## src/pkg/irq_defines.svh

```systemverilog
// constants for the interrupt priority, mask and trigger bank
// Function
// - default nested order, level 0 highest, 7 lowest
// - acknowledge picks top unmasked pending, sets in-service
// - in-service held until end-of-service or auto clear
// - in-service blocks equal and lower priority requests
// - rotate nonspecific clears top, makes it lowest
// - priority is circular, next level becomes highest
// - rotate-auto mode clears and rotates after second ack
// - rotate-auto mode entered and left by commands
// - set-priority names lowest level, in-service untouched
// - rotate specific clears named bit and makes lowest
// - plain nonspecific clear leaves order unchanged
// - eight-bit mask, bit n disables level n only
// - mask gates pending output only, pending still latches; code leaves pending_out unmasked, gates request output and ack choice
// - withdrawn masked request yields default level 7 vector
// - special mask allows all unmasked except in-service
// - special mask stays until disabled by command
// - bank holds its own edge or level setting
// - active low inputs, edge mode latches falling edges
// - level mode recognises any low input
// - input must be low at first ack, else default
// - request output high for any allowed unmasked pending
// - nonspecific end-of-service clears top in-service bit
// - specific end-of-service clears exactly the named bit
`ifndef IRQ_DEFINES_SVH
`define IRQ_DEFINES_SVH

`define LOWEST_RESET     3'h7
`define DEFAULT_LEVEL    3'h7
`define MASK_RESET       8'h00
`define ACK1_DATA        8'h00
`define VEC_BASE_DEFAULT 8'h20
`define VEC_LEVEL_BITS   3

`endif

```

## src/pkg/irq_pkg.sv

```systemverilog
// types shared by the interrupt priority bank
package irq_pkg;

  typedef enum logic [3:0] {
    CMD_EOI_NONSPEC,
    CMD_EOI_SPEC,
    CMD_ROT_NONSPEC,
    CMD_ROT_SPEC,
    CMD_SET_PRIO,
    CMD_AUTO_END_OF_SERVICE_SET,
    CMD_AUTO_END_OF_SERVICE_CLR,
    CMD_ROT_AUTO_END_OF_SERVICE_SET,
    CMD_ROT_AUTO_END_OF_SERVICE_CLR,
    CMD_SMM_SET,
    CMD_SMM_CLR,
    CMD_EDGE_MODE,
    CMD_LEVEL_MODE
  } cmd_op_t;

  typedef enum {
    ACK_IDLE,
    ACK_WAIT
  } ack_state_t;

endpackage

```

## src/hw/irq_priority_mask_trigger.sv

```systemverilog
// one eight-level bank: priority, rotation, masking, ack sequencing
`timescale 1ns/1ps
`include "irq_defines.svh"
module irq_priority_mask_trigger import irq_pkg::*; #(
  parameter int         N           = 8,
  parameter int         LW          = `VEC_LEVEL_BITS,
  parameter logic [7:0] VECTOR_BASE = `VEC_BASE_DEFAULT
) (
  input  logic         clk,
  input  logic         nrst,
  input  logic [N-1:0] req_n,
  input  logic         ack_strobe,
  input  logic         cmd_valid,
  input  cmd_op_t      cmd_op,
  input  logic [LW-1:0] cmd_level,
  input  logic         mask_wr,
  input  logic [N-1:0] mask_wdata,
  output logic         cpu_request_out,
  output logic [7:0]   data_out,
  output logic         data_oe,
  output logic [N-1:0] level_mask_out,
  output logic [N-1:0] pending_out,
  output logic [N-1:0] in_service_out,
  output logic [LW-1:0] lowest_out
);

  // mode and mask state
  logic         auto_end_of_service_reg;
  logic         auto_end_of_service_next;
  logic         rot_auto_end_of_service_reg;
  logic         rot_auto_end_of_service_next;
  logic         smm_reg;
  logic         smm_next;
  logic         level_mode_reg;
  logic         level_mode_next;
  logic [N-1:0] mask_reg;
  logic [N-1:0] mask_next;

  // priority state
  logic [N-1:0]  isr_reg;
  logic [N-1:0]  isr_next;
  logic [LW-1:0] lowest_reg;
  logic [LW-1:0] lowest_next;
  logic [N-1:0]  isr_clr;

  // acknowledge sequencing
  ack_state_t    ack_state_reg;
  ack_state_t    ack_state_next;
  logic [LW-1:0] svc_level_reg;
  logic [LW-1:0] svc_level_next;
  logic          svc_valid_reg;
  logic          svc_valid_next;
  logic [7:0]    data_reg;
  logic [7:0]    data_next;
  logic          oe_reg;
  logic          oe_next;
  logic [N-1:0]  isr_set;
  logic [N-1:0]  irr_clr;
  logic          auto_eoi_fire;

  // resolution
  logic [N-1:0]  pending_request_reg;
  logic [N-1:0]  unmasked;
  logic [N-1:0]  cand_bits;
  logic          cand_found;
  logic [LW-1:0] cand_level;
  logic [LW-1:0] cand_rank;
  logic          isr_found;
  logic [LW-1:0] isr_top;
  logic [LW-1:0] isr_rank;
  logic          allowed;
  logic          svc_ok;

  irq_trigger_detect #(
    .N(N)
  ) u_trigger (
    .clk        (clk),
    .nrst       (nrst),
    .req_n      (req_n),
    .level_mode (level_mode_reg),
    .clr_bits   (irr_clr),
    .pending    (pending_request_reg)
  );

  irq_priority_resolve #(
    .N  (N),
    .LW (LW)
  ) u_cand (
    .bits   (cand_bits),
    .lowest (lowest_reg),
    .found  (cand_found),
    .level  (cand_level),
    .rank   (cand_rank)
  );

  irq_priority_resolve #(
    .N  (N),
    .LW (LW)
  ) u_isr (
    .bits   (isr_reg),
    .lowest (lowest_reg),
    .found  (isr_found),
    .level  (isr_top),
    .rank   (isr_rank)
  );

  // request gating, combinational on current state and the raw req_n lines
  always_comb begin
    unmasked  = pending_request_reg & ~mask_reg;
    cand_bits = smm_reg ? (unmasked & ~isr_reg) : unmasked;
    // rank 0 is highest; the top in-service level blocks its own rank and below
    allowed   = cand_found & (smm_reg | ~isr_found | (cand_rank < isr_rank));
    // a request that went away before the first ack is not serviced
    svc_ok    = allowed & ~req_n[cand_level];
  end

  // mode group
  always_comb begin
    auto_end_of_service_next       = auto_end_of_service_reg;
    rot_auto_end_of_service_next   = rot_auto_end_of_service_reg;
    smm_next        = smm_reg;
    level_mode_next = level_mode_reg;
    mask_next       = mask_wr ? mask_wdata : mask_reg;
    if (cmd_valid) begin
      case (cmd_op)
        CMD_AUTO_END_OF_SERVICE_SET:     auto_end_of_service_next = 1'b1;
        CMD_AUTO_END_OF_SERVICE_CLR:     auto_end_of_service_next = 1'b0;
        CMD_ROT_AUTO_END_OF_SERVICE_SET: rot_auto_end_of_service_next = 1'b1;
        CMD_ROT_AUTO_END_OF_SERVICE_CLR: rot_auto_end_of_service_next = 1'b0;
        CMD_SMM_SET:      smm_next = 1'b1;
        CMD_SMM_CLR:      smm_next = 1'b0;
        CMD_EDGE_MODE:    level_mode_next = 1'b0;
        CMD_LEVEL_MODE:   level_mode_next = 1'b1;
        default:          ;
      endcase
    end
  end

  always_ff @(posedge clk) begin
    if (!nrst) begin
      auto_end_of_service_reg       <= 1'b0;
      rot_auto_end_of_service_reg   <= 1'b0;
      smm_reg        <= 1'b0;
      level_mode_reg <= 1'b0;
      mask_reg       <= `MASK_RESET;
    end else begin
      auto_end_of_service_reg       <= auto_end_of_service_next;
      rot_auto_end_of_service_reg   <= rot_auto_end_of_service_next;
      smm_reg        <= smm_next;
      level_mode_reg <= level_mode_next;
      mask_reg       <= mask_next;
    end
  end

  // acknowledge group: first ack resolves, second ack presents the vector
  always_comb begin
    ack_state_next = ack_state_reg;
    svc_level_next = svc_level_reg;
    svc_valid_next = svc_valid_reg;
    data_next      = data_reg;
    oe_next        = 1'b0;
    isr_set        = '0;
    irr_clr        = '0;
    auto_eoi_fire  = 1'b0;
    case (ack_state_reg)
      ACK_IDLE: begin
        if (ack_strobe) begin
          ack_state_next = ACK_WAIT;
          data_next      = `ACK1_DATA;
          oe_next        = 1'b1;
          if (svc_ok) begin
            svc_level_next      = cand_level;
            svc_valid_next      = 1'b1;
            isr_set[cand_level] = 1'b1;
            irr_clr[cand_level] = 1'b1;
          end else begin
            svc_level_next = `DEFAULT_LEVEL;
            svc_valid_next = 1'b0;
          end
        end
      end
      ACK_WAIT: begin
        if (ack_strobe) begin
          ack_state_next = ACK_IDLE;
          data_next      = {VECTOR_BASE[7:LW], svc_level_reg};
          oe_next        = 1'b1;
          auto_eoi_fire  = svc_valid_reg & (auto_end_of_service_reg | rot_auto_end_of_service_reg);
        end
      end
      default: ack_state_next = ACK_IDLE;
    endcase
  end

  always_ff @(posedge clk) begin
    if (!nrst) begin
      ack_state_reg <= ACK_IDLE;
      svc_level_reg <= `DEFAULT_LEVEL;
      svc_valid_reg <= 1'b0;
      data_reg      <= `ACK1_DATA;
      oe_reg        <= 1'b0;
    end else begin
      ack_state_reg <= ack_state_next;
      svc_level_reg <= svc_level_next;
      svc_valid_reg <= svc_valid_next;
      data_reg      <= data_next;
      oe_reg        <= oe_next;
    end
  end

  // priority group: in-service bits and rotation point
  always_comb begin
    isr_clr     = '0;
    lowest_next = lowest_reg;
    if (cmd_valid) begin
      case (cmd_op)
        CMD_EOI_NONSPEC: begin
          if (isr_found) begin
            isr_clr[isr_top] = 1'b1;
          end
        end
        CMD_ROT_NONSPEC: begin
          if (isr_found) begin
            isr_clr[isr_top] = 1'b1;
            lowest_next      = isr_top;
          end
        end
        CMD_EOI_SPEC: isr_clr[cmd_level] = 1'b1;
        CMD_ROT_SPEC: begin
          isr_clr[cmd_level] = 1'b1;
          lowest_next        = cmd_level;
        end
        CMD_SET_PRIO: lowest_next = cmd_level;
        default:      ;
      endcase
    end
    // auto clear acts like a nonspecific clear at the end of the second ack
    if (auto_eoi_fire && isr_found) begin
      isr_clr[isr_top] = 1'b1;
      if (rot_auto_end_of_service_reg) begin
        lowest_next = isr_top;
      end
    end
    // a new in-service bit wins over a clear of the same bit
    isr_next = (isr_reg & ~isr_clr) | isr_set;
  end

  always_ff @(posedge clk) begin
    if (!nrst) begin
      isr_reg    <= '0;
      lowest_reg <= `LOWEST_RESET;
    end else begin
      isr_reg    <= isr_next;
      lowest_reg <= lowest_next;
    end
  end

  assign cpu_request_out = allowed;
  assign data_out        = data_reg;
  assign data_oe         = oe_reg;
  assign level_mask_out  = mask_reg;
  assign pending_out     = pending_request_reg;
  assign in_service_out  = isr_reg;
  assign lowest_out      = lowest_reg;
endmodule

```

## src/hw/irq_priority_resolve.sv

```systemverilog
// circular priority resolver: first set bit after the lowest level
`timescale 1ns/1ps
module irq_priority_resolve #(
  parameter int N  = 8,
  parameter int LW = 3
) (
  input  logic [N-1:0]  bits,
  input  logic [LW-1:0] lowest,
  output logic          found,
  output logic [LW-1:0] level,
  output logic [LW-1:0] rank
);
  always_comb begin
    logic [LW-1:0] idx;
    idx   = '0;
    found = 1'b0;
    level = '0;
    rank  = '0;
    // walk from lowest rank upward so the highest priority wins last
    for (int i = N - 1; i >= 0; i--) begin
      idx = LW'(32'(lowest) + 1 + i);
      if (bits[idx]) begin
        found = 1'b1;
        level = idx;
        rank  = LW'(i);
      end
    end
  end
endmodule

```

## src/hw/irq_trigger_detect.sv

```systemverilog
// active-low request sensing, edge or level, into the pending bits
`timescale 1ns/1ps
module irq_trigger_detect #(
  parameter int N = 8
) (
  input  logic         clk,
  input  logic         nrst,
  input  logic [N-1:0] req_n,
  input  logic         level_mode,
  input  logic [N-1:0] clr_bits,
  output logic [N-1:0] pending
);
  logic [N-1:0] prev_reg;
  logic [N-1:0] prev_next;
  logic [N-1:0] pend_reg;
  logic [N-1:0] pend_next;
  logic [N-1:0] fall;

  always_comb begin
    prev_next = req_n;
    fall      = prev_reg & ~req_n;
    if (level_mode) begin
      pend_next = ~req_n;
    end else begin
      // a fresh edge beats an acknowledge clear in the same cycle
      pend_next = (pend_reg & ~clr_bits) | fall;
    end
  end

  always_ff @(posedge clk) begin
    if (!nrst) begin
      prev_reg <= '1;
      pend_reg <= '0;
    end else begin
      prev_reg <= prev_next;
      pend_reg <= pend_next;
    end
  end

  assign pending = pend_reg;
endmodule

```

## config.mk

```make
export PLATFORM = sky130hd
export DESIGN_NAME = irq_priority_mask_trigger
export DESIGN_NICKNAME = d
export VERILOG_FILES = /design/src/pkg/irq_pkg.sv /design/src/hw/irq_priority_mask_trigger.sv /design/src/hw/irq_priority_resolve.sv /design/src/hw/irq_trigger_detect.sv
export VERILOG_INCLUDE_DIRS = /design/src /design/src/pkg
export SDC_FILE = /design/constraint.sdc
export NUM_CORES = 1
export LEC_CHECK = 0
export ABC_CLOCK_PERIOD_IN_PS = 5340
export BUFFER_PORTS_ARGS = -buffer_cell sky130_fd_sc_hd__buf_4
export CORE_MARGIN = 2
export CORE_UTILIZATION = 25
export CTS_CLUSTER_SIZE = 10
export DETAILED_ROUTE_END_ITERATION = 8
export PLACE_DENSITY = 0.43
export SLEW_MARGIN = 30
export SYNTH_ARGS = -nofsm -noshare
export SYNTH_HDL_FRONTEND = slang
export SYNTH_SLANG_ARGS = --single-unit
export TNS_END_PERCENT = 5
```

## constraint.sdc

```tcl
create_clock -name clk -period 5.34 [get_ports clk]
set_clock_uncertainty 0.15 [all_clocks]
set_input_delay 0.534 -clock clk [delete_from_list [all_inputs] [get_ports clk]]
set_output_delay 0.534 -clock clk [all_outputs]
set_load 0.01 [all_outputs]
```

==> qor.yml, run 1 <==
worst_setup_path:
  setup.worst_path.class: "flip-flop to output port"
  path_max_fanout: 12
  critPathCapture: "cpu_request_out"
  regToRegSetupSlack_ns: 0.56
  endpoint_kind: "output port"
  timing.rr.start: "lowest_out[0]$_SDFF_PN1_"
  r2r_end: "in_service_out[5]$_SDFF_PN0_"
  worst-endpoint-arrival_ns: 4.37
  reg2reg_depth: 15
  setup.worst_path.start: "lowest_out[0]$_SDFF_PN1_"
  required_ns: 4.66
  cp-start-kind: "flip-flop"
die:
  ioPinCount: 65
  dieWidth_um: 137
  core_area_mm2: 0.0172
  initial_core_util_pct: 25.6
  fp-row-count: 48
  die-area_mm2: 0.0187
  die_y_um: 137
yosys:
  synth_area_mm2: 0.00441
  ys_types: 86
  ys_ff_latch: 49
  syn_avg_cell_area_um2: 7.93
  synth_top_flop_cell: "dfxtp_1"
  synth_edf_count: 0
  synth_top_area_cell: "dfxtp_1"
  yosys_warnings: 0
  synthArstFlopShare_pct: 0
  postSynthCellCount: 556
  synthTopCellsByArea: "dfxtp_1 (22%), mux4_2 (6.1%), nand3_1 (5.8%), mux2i_1 (5.5%), nand2_1 (4.7%)"
  netlist.area_leader.share_pct: 22.3
  synth_seq_area_share_pct: 22.3
grt:
  groute.layer.met3.usage_pct: 1.93
  grt_pass1_vias: 4431
  grt_antenna_before_repair: 0
  grt_usage_pct: 16.5
  grt_max_degree: 31
  grt.busiest_layer: "met2"
  grt_pass1_wl_um: 24200
  grt_overflow: 0
  globalRouteMet1Util_pct: 21.8
  use_met2_pct: 27.7
sta:
  fin_tns_setup_ns: 0
  finalCritPeriodShare_pct: 94.7
  slew_headroom_pct: 44.8
  min_period_ns: 5.06
  fin_ws_ns: 0.284
  finalHoldViolations: 0
  tightestPinTransition_ns: 0.825
  rsz0062_at_grt: "false"
  setup_viol: 0
  whs_ns: 0.314
  fmax_mhz: 198
  report.final.slew_viol_count: 0
clocking:
  cts_buffer_depth: 2
  ctsResizeCount: 0
  post_cts_buffers: 0
  cts_buffers: 5
  clkSinkCount: 49
  ctsHtreeMaxLevel: 2
  cts_tree: "built"
  postCtsHoldBufs: 0
  clock_latency_ns: 0.29
  clkSlewWorstSetupHoldPaths_ns: 0.06
  cts-root-buf: "clkbuf_16"
route:
  wirelength_um: 15500
  wl_per_cell_um: 18.9
  drc: 0
  vias_per_cell: 5.55
  drt_iter0_drc: 350
  antenna_left: 0
  drt_pass1_iterations: 5
  via_count: 4558
final_layout:
  fin_util_pct: 29.8
  num-nets-final: 628
  diodes: 0
  drive_gt1_share_pct: 19.5
  area_growth_pct: 16.7
pwr:
  power_uw: 2420
  ir_worst_vdd_mv: 0.163
  powerDensity_mw_per_mm2: 471
  p_leak_uw: 0.00204
outcome:
  status: "completed"
place:
  io_buffers: 60
  preCtsSetupSlack_ns: 0.658
  hpwlAfterDp_um: 11900
  place.gp.congestion: 0.920
min_path:
  hp-class: "input port to flip-flop"
flow_run:
  max_cap_violations: 0
[worst min-delay path by stage]
stage	startpoint	end	cells past startpoint
final	req_n[5]	u_trigger.prev_reg[5]$_SDFF_PN1_	2
after global routing	req_n[5]	u_trigger.prev_reg[5]$_SDFF_PN1_	2
after CTS	req_n[5]	u_trigger.prev_reg[5]$_SDFF_PN1_	2
after detailed placement	data_out[1]$_SDFFE_PN0P_	data_out[1]$_SDFFE_PN0P_	2
after global placement	u_trigger.prev_reg[0]$_SDFF_PN1_	u_trigger.pending[0]$_SDFF_PN0_	2
after floorplan	rot_auto_end_of_service_reg$_SDFFE_PN0P_	rot_auto_end_of_service_reg$_SDFFE_PN0P_	2
[cells in the mapped netlist, drive strengths merged (5+ instances only)]
master,number
a41o,6
a41oi,5
nand3,51
a211oi,6
a21o,6
nand2,55
o21bai,5
o21ai,19
nor2b,15
buf,25
mux2i,26
a21oi,40
mux4,12
and4,5
clkbuf,15
mux2,7
nand4,10
dfxtp,49
a31oi,8
nand2b,16
nor2,48
inv,14
a22oi,14
nor3,12
[critical path, cell delays in order, from the launching register on]
cell and delay, ns:
dfxtp_1 0.34, inv_2 0.08, ha_1 0.51, nor2b_1 0.72, nand3_1 0.24, and4_1 0.36, nand4_1 0.12, nand3_1 0.18
a311oi_1 0.29, ha_1 0.28, a21oi_1 0.16, nand2_1 0.08, o31ai_2 0.28, inv_1 0.07, nor2_1 0.20, buf_4 0.16
[where the power goes]
part | internal [µW] | switching [µW] | total (µW)
clock | 217 | 131 | 349
sequential | 414 | 70.3 | 485
combinational | 624 | 966 | 1590
[logic make-up (layout without fill, tap and decap cells)]
family | after synthesis | count (layout) | share of synthesized area [%]
flops | 49 | 49 | 22.3
fa+ha+maj | 4 | 4 | 1.14
xor+xnor | 6 | 6 | 2.02
other cells | 1 | 4 | 0.0851
compound gates | 160 | 160 | 26.1
mux | 45 | 45 | 14.4
buf+inv | 55 | 92 | 6.76
simple gates | 236 | 236 | 27.3
[metrics by stage]
| step | area (µm²) | cells |
|---|---|---|
| 3_3_place_gp | 4980 | 814 |
| 6_report | 5140 | 821 |
| 3_5_place_dp | 4980 | 814 |
| 2_1_floorplan | 4420 | 559 |
| 5_1_grt | 5140 | 821 |
| 4_1_cts | 5140 | 821 |
[layout by cell type (no fill, tap or decap), types with 3 or more instances in the layout]
| cell | netlist | layout |
|---|---|---|
| o21bai_1 | 5 | 5 |
| mux2i_1 | 24 | 24 |
| inv_1 | 12 | 11 |
| and2_1 | 3 | 3 |
| a41oi_1 | 4 | 4 |
| a211oi_1 | 6 | 6 |
| conb_1 | 1 | 4 |
| a41o_1 | 6 | 6 |
| or2_1 | 3 | 3 |
| nand4_1 | 10 | 10 |
| a21o_1 | 6 | 6 |
| o21a_1 | 3 | 3 |
| nand3_1 | 51 | 51 |
| a22oi_1 | 14 | 14 |
| a22o_1 | 3 | 3 |
| inv_2 | 2 | 3 |
| mux4_2 | 12 | 12 |
| mux2_2 | 7 | 7 |
| nor2_1 | 47 | 47 |
| nor2b_1 | 14 | 14 |
| clkbuf_16 | 0 | 5 |
| a31oi_1 | 8 | 8 |
| o2bb2ai_1 | 3 | 3 |
| dfxtp_1 | 49 | 49 |
| and4_1 | 3 | 3 |
| ha_1 | 4 | 4 |
| nor3_1 | 11 | 11 |
| buf_4 | 8 | 70 |
| nand2b_1 | 15 | 15 |
| nand2_1 | 55 | 55 |
| or4_1 | 3 | 3 |
| a21oi_1 | 39 | 39 |
| o21ai_0 | 18 | 18 |
| a311oi_1 | 4 | 4 |
| and3_1 | 4 | 4 |
| o221ai_1 | 3 | 3 |
[area by class of cell]
type | instances | area (µm²)
Clock buffer | 5 | 125
Sequential cell | 49 | 981
Clock inverter | 2 | 35.0
Timing Repair Buffer | 70 | 526
Multi-Input combinational cell | 455 | 3140
Tap cell | 225 | 282
Inverter | 15 | 56.3
Fill cell | 1867 | 12100
[routing by layer]
metal	routed length, µm	up-vias
li1	-	2191
met1	7130	2196
met2	7400	138
met3	615	33
met4	339	0
met5	0	-
No activity file was read; power rests on OpenSTA's default activity.
==> inputs of run 2 (changes only) <==
Settings changed: ABC_CLOCK_PERIOD_IN_PS 5340 to 6400.
Clock period 5.34 ns to 6.4 ns, I/O delays scaled along.
==> qor.yml, run 2 (synthesis results as in run 1) <==
outcome:
  status: "completed"
pwr:
  ir_worst_vdd_mv: 0.124  # -24%
  swShare_pct: 48.6  # +0.41 points
  intPower_uw: 1040  # -17%
  power_frac_seq_pct: 20.0  # about the same
  powerDensity_mw_per_mm2: 396  # -16%
  p_comb_share_pct: 64.5  # -1.1 points
  p_switching_uw: 982  # -16%
  p_leak_uw: 0.00202  # -1.1%
  power_frac_clock_pct: 15.5  # +1.1 points
sta:
  fin_ws_ns: 0.984  # +0.700 ns
  fin_tns_setup_ns: 0  # unchanged
  slew_headroom_pct: 36.9  # -7.9 points
  min_period_ns: 5.42
  tightestPinTransition_ns: 0.946  # +0.121 ns
  rsz0062_at_grt: "false"
  fmax_mhz: 185
  finalCritPeriodShare_pct: 84.6
  report.final.slew_viol_count: 0  # unchanged
  setup_viol: 0  # unchanged
  finalHoldViolations: 0  # unchanged
grt:
  grt_usage_pct: 16.4  # -0.11 points
  grt_pass1_vias: 4219  # -4.8%
  grt_antenna_before_repair: 0  # unchanged
  grt_overflow: 0  # unchanged
  grt_max_degree: 31  # unchanged
  grt_pass1_wl_um: 24000  # -0.83%
final_layout:
  final_common_cell: "buf_4"
  final_cell_mix: "buf_4 (64), nand2_1 (55), nand3_1 (51)"
  diodes: 0  # unchanged
  regArea_um2: 981  # unchanged
  fin_util_pct: 29.7  # -0.19 points
  fin_area_mm2: 0.00511  # -0.63%
  fill_cells: 1859  # -0.43%
  drive_gt1_share_pct: 18.4  # -1.0 points
  multiInputGateArea_mm2: 0.00314  # unchanged
  num-nets-final: 622  # -0.96%
  area_growth_pct: 16.0
  stdcell_count: 816  # -0.61%
die:
  initial_core_util_pct: 25.6  # unchanged
  fp-row-count: 48  # unchanged
  ioPinCount: 65  # unchanged
  die-area_mm2: 0.0187  # unchanged
  dieWidth_um: 137  # unchanged
  core_area_mm2: 0.0172  # unchanged
  die_y_um: 137  # unchanged
worst_setup_path:
  worst-endpoint-arrival_ns: 4.63  # +0.26 ns
  critPathBufInv: 3  # unchanged
  required_ns: 5.61  # +0.95 ns
  cp-start-kind: "flip-flop"
  path_delay_family: "simple AND/OR/NAND/NOR gates"
  slowest_stage: "nor2b_1"
  endpoint_kind: "output port"
  setup.worst_path.class: "flip-flop to output port"
  max_stage_delay_ns: 0.85  # +0.13 ns
  path_cells: "inv_2 -> ha_1 -> nor2b_1 -> nand3_1 -> and4_1 -> nand4_1 -> nand3_1 -> a311oi_1 -> ha_1 -> a21oi_1 -> nand2_1 -> o31ai_2 -> inv_1 -> nor2_1 -> buf_4"
  path_max_fanout: 22  # +10
route:
  wirelength_um: 15300  # -1.4%
  drc: 0  # unchanged
  drt_iter0_drc: 349  # -0.29%
  vias_per_cell: 5.57  # +0.35%
  antenna_left: 0  # unchanged
  wl_per_cell_um: 18.7  # -0.84%
  via_count: 4546  # -0.26%
  drt_pass1_iterations: 5  # unchanged
clocking:
  cts_tree: "built"
  cts_buffer_depth: 2  # unchanged
  postCtsHoldBufs: 0  # unchanged
  cts-root-buf: "clkbuf_16"
  cts_buffers: 5  # unchanged
  post_cts_buffers: 0  # unchanged
  ctsResizeCount: 0  # unchanged
  clkSinkCount: 49  # unchanged
  clkSlewWorstSetupHoldPaths_ns: 0.07  # about the same
  ctsHtreeMaxLevel: 2  # unchanged
  clock_latency_ns: 0.29  # about the same
flow_run:
  max_cap_violations: 0  # unchanged
place:
  dp.cells: 808  # -0.74%
  hpwlAfterDp_um: 11600  # -2.3%
  placed_area_mm2: 0.00494  # -0.90%
  place.gp.congestion: 0.928  # +0.92%
  io_buffers: 60  # unchanged
  preCtsSetupSlack_ns: 1.33  # +0.672 ns
min_path:
  hp-class: "flip-flop to flip-flop"
## run 2: changes by cell type in the layout (fill, tap and decap cells not counted), sizes merged
| cell | before | now |
|---|---|---|
| buf | 70 | 64 |
| clkbuf | 5 | 7 |
| clkinv | 2 | 1 |
## run 2: worst register-to-register path: stages (launching register included)
cell and delay [ns]:
dfxtp_1 0.34, inv_2 0.09, ha_1 0.68, nor2b_1 0.85, nand3_1 0.23, and4_1 0.39, nand4_1 0.14, nand3_1 0.15
a311oi_1 0.28, ha_1 0.29, a21oi_1 0.15, nand2_1 0.08, o31ai_2 0.26, and2_1 0.44, nand3_1 0.19, a31o_2 0.26
## run 2: metrics by stage
step,total power (µW),hold slack [ns]
final,2020,0.313
after global routing,2170,0.354
after CTS,2020,0.324
after detailed placement,1700,0.318
after global placement,1690,0.312
after floorplan,1390,0.298
## run 2: per-layer routing
metal	vias to the layer above	global-route usage, %	wire length [µm]
met5	-	0	0
met4	0	4.80	280
met3	18	1.52	764
met2	161	26.6	7240
met1	2201	23.1	6980
li1	2166	-	-
## run 2: path summary, 6_finish.rpt
kind	from	to	slack (ns)	cells past startpoint
setup / recovery	lowest_out[0]$_SDFF_PN1_	cpu_request_out	0.98	15
hold / removal	u_trigger.prev_reg[0]$_SDFF_PN1_	u_trigger.pending[0]$_SDFF_PN0_	0.31	2
setup reg to reg	lowest_out[0]$_SDFF_PN1_	u_trigger.pending[2]$_SDFF_PN0_	1.34	15
hold reg to reg	u_trigger.prev_reg[0]$_SDFF_PN1_	u_trigger.pending[0]$_SDFF_PN0_	0.31	2
## run 2: area by class of cell
type | count | area share, %
sequential | 49 | 19.2
tap | 225 | 5.51
clock buffer | 7 | 2.79
inverter | 15 | 1.10
multi-input combinational | 455 | 61.4
timing repair buffer | 64 | 9.40
clock inverter | 1 | 0.588
## run 2: power by group through the flow
stage                     Sequential, µW  Combinational [µW]  Clock [µW]
after CTS                            405                1290         323
after global placement               411                1280           0
final                                404                1300         313
after detailed placement             411                1290           0
after global routing                 411                1430         334
after floorplan                      393                 998           0
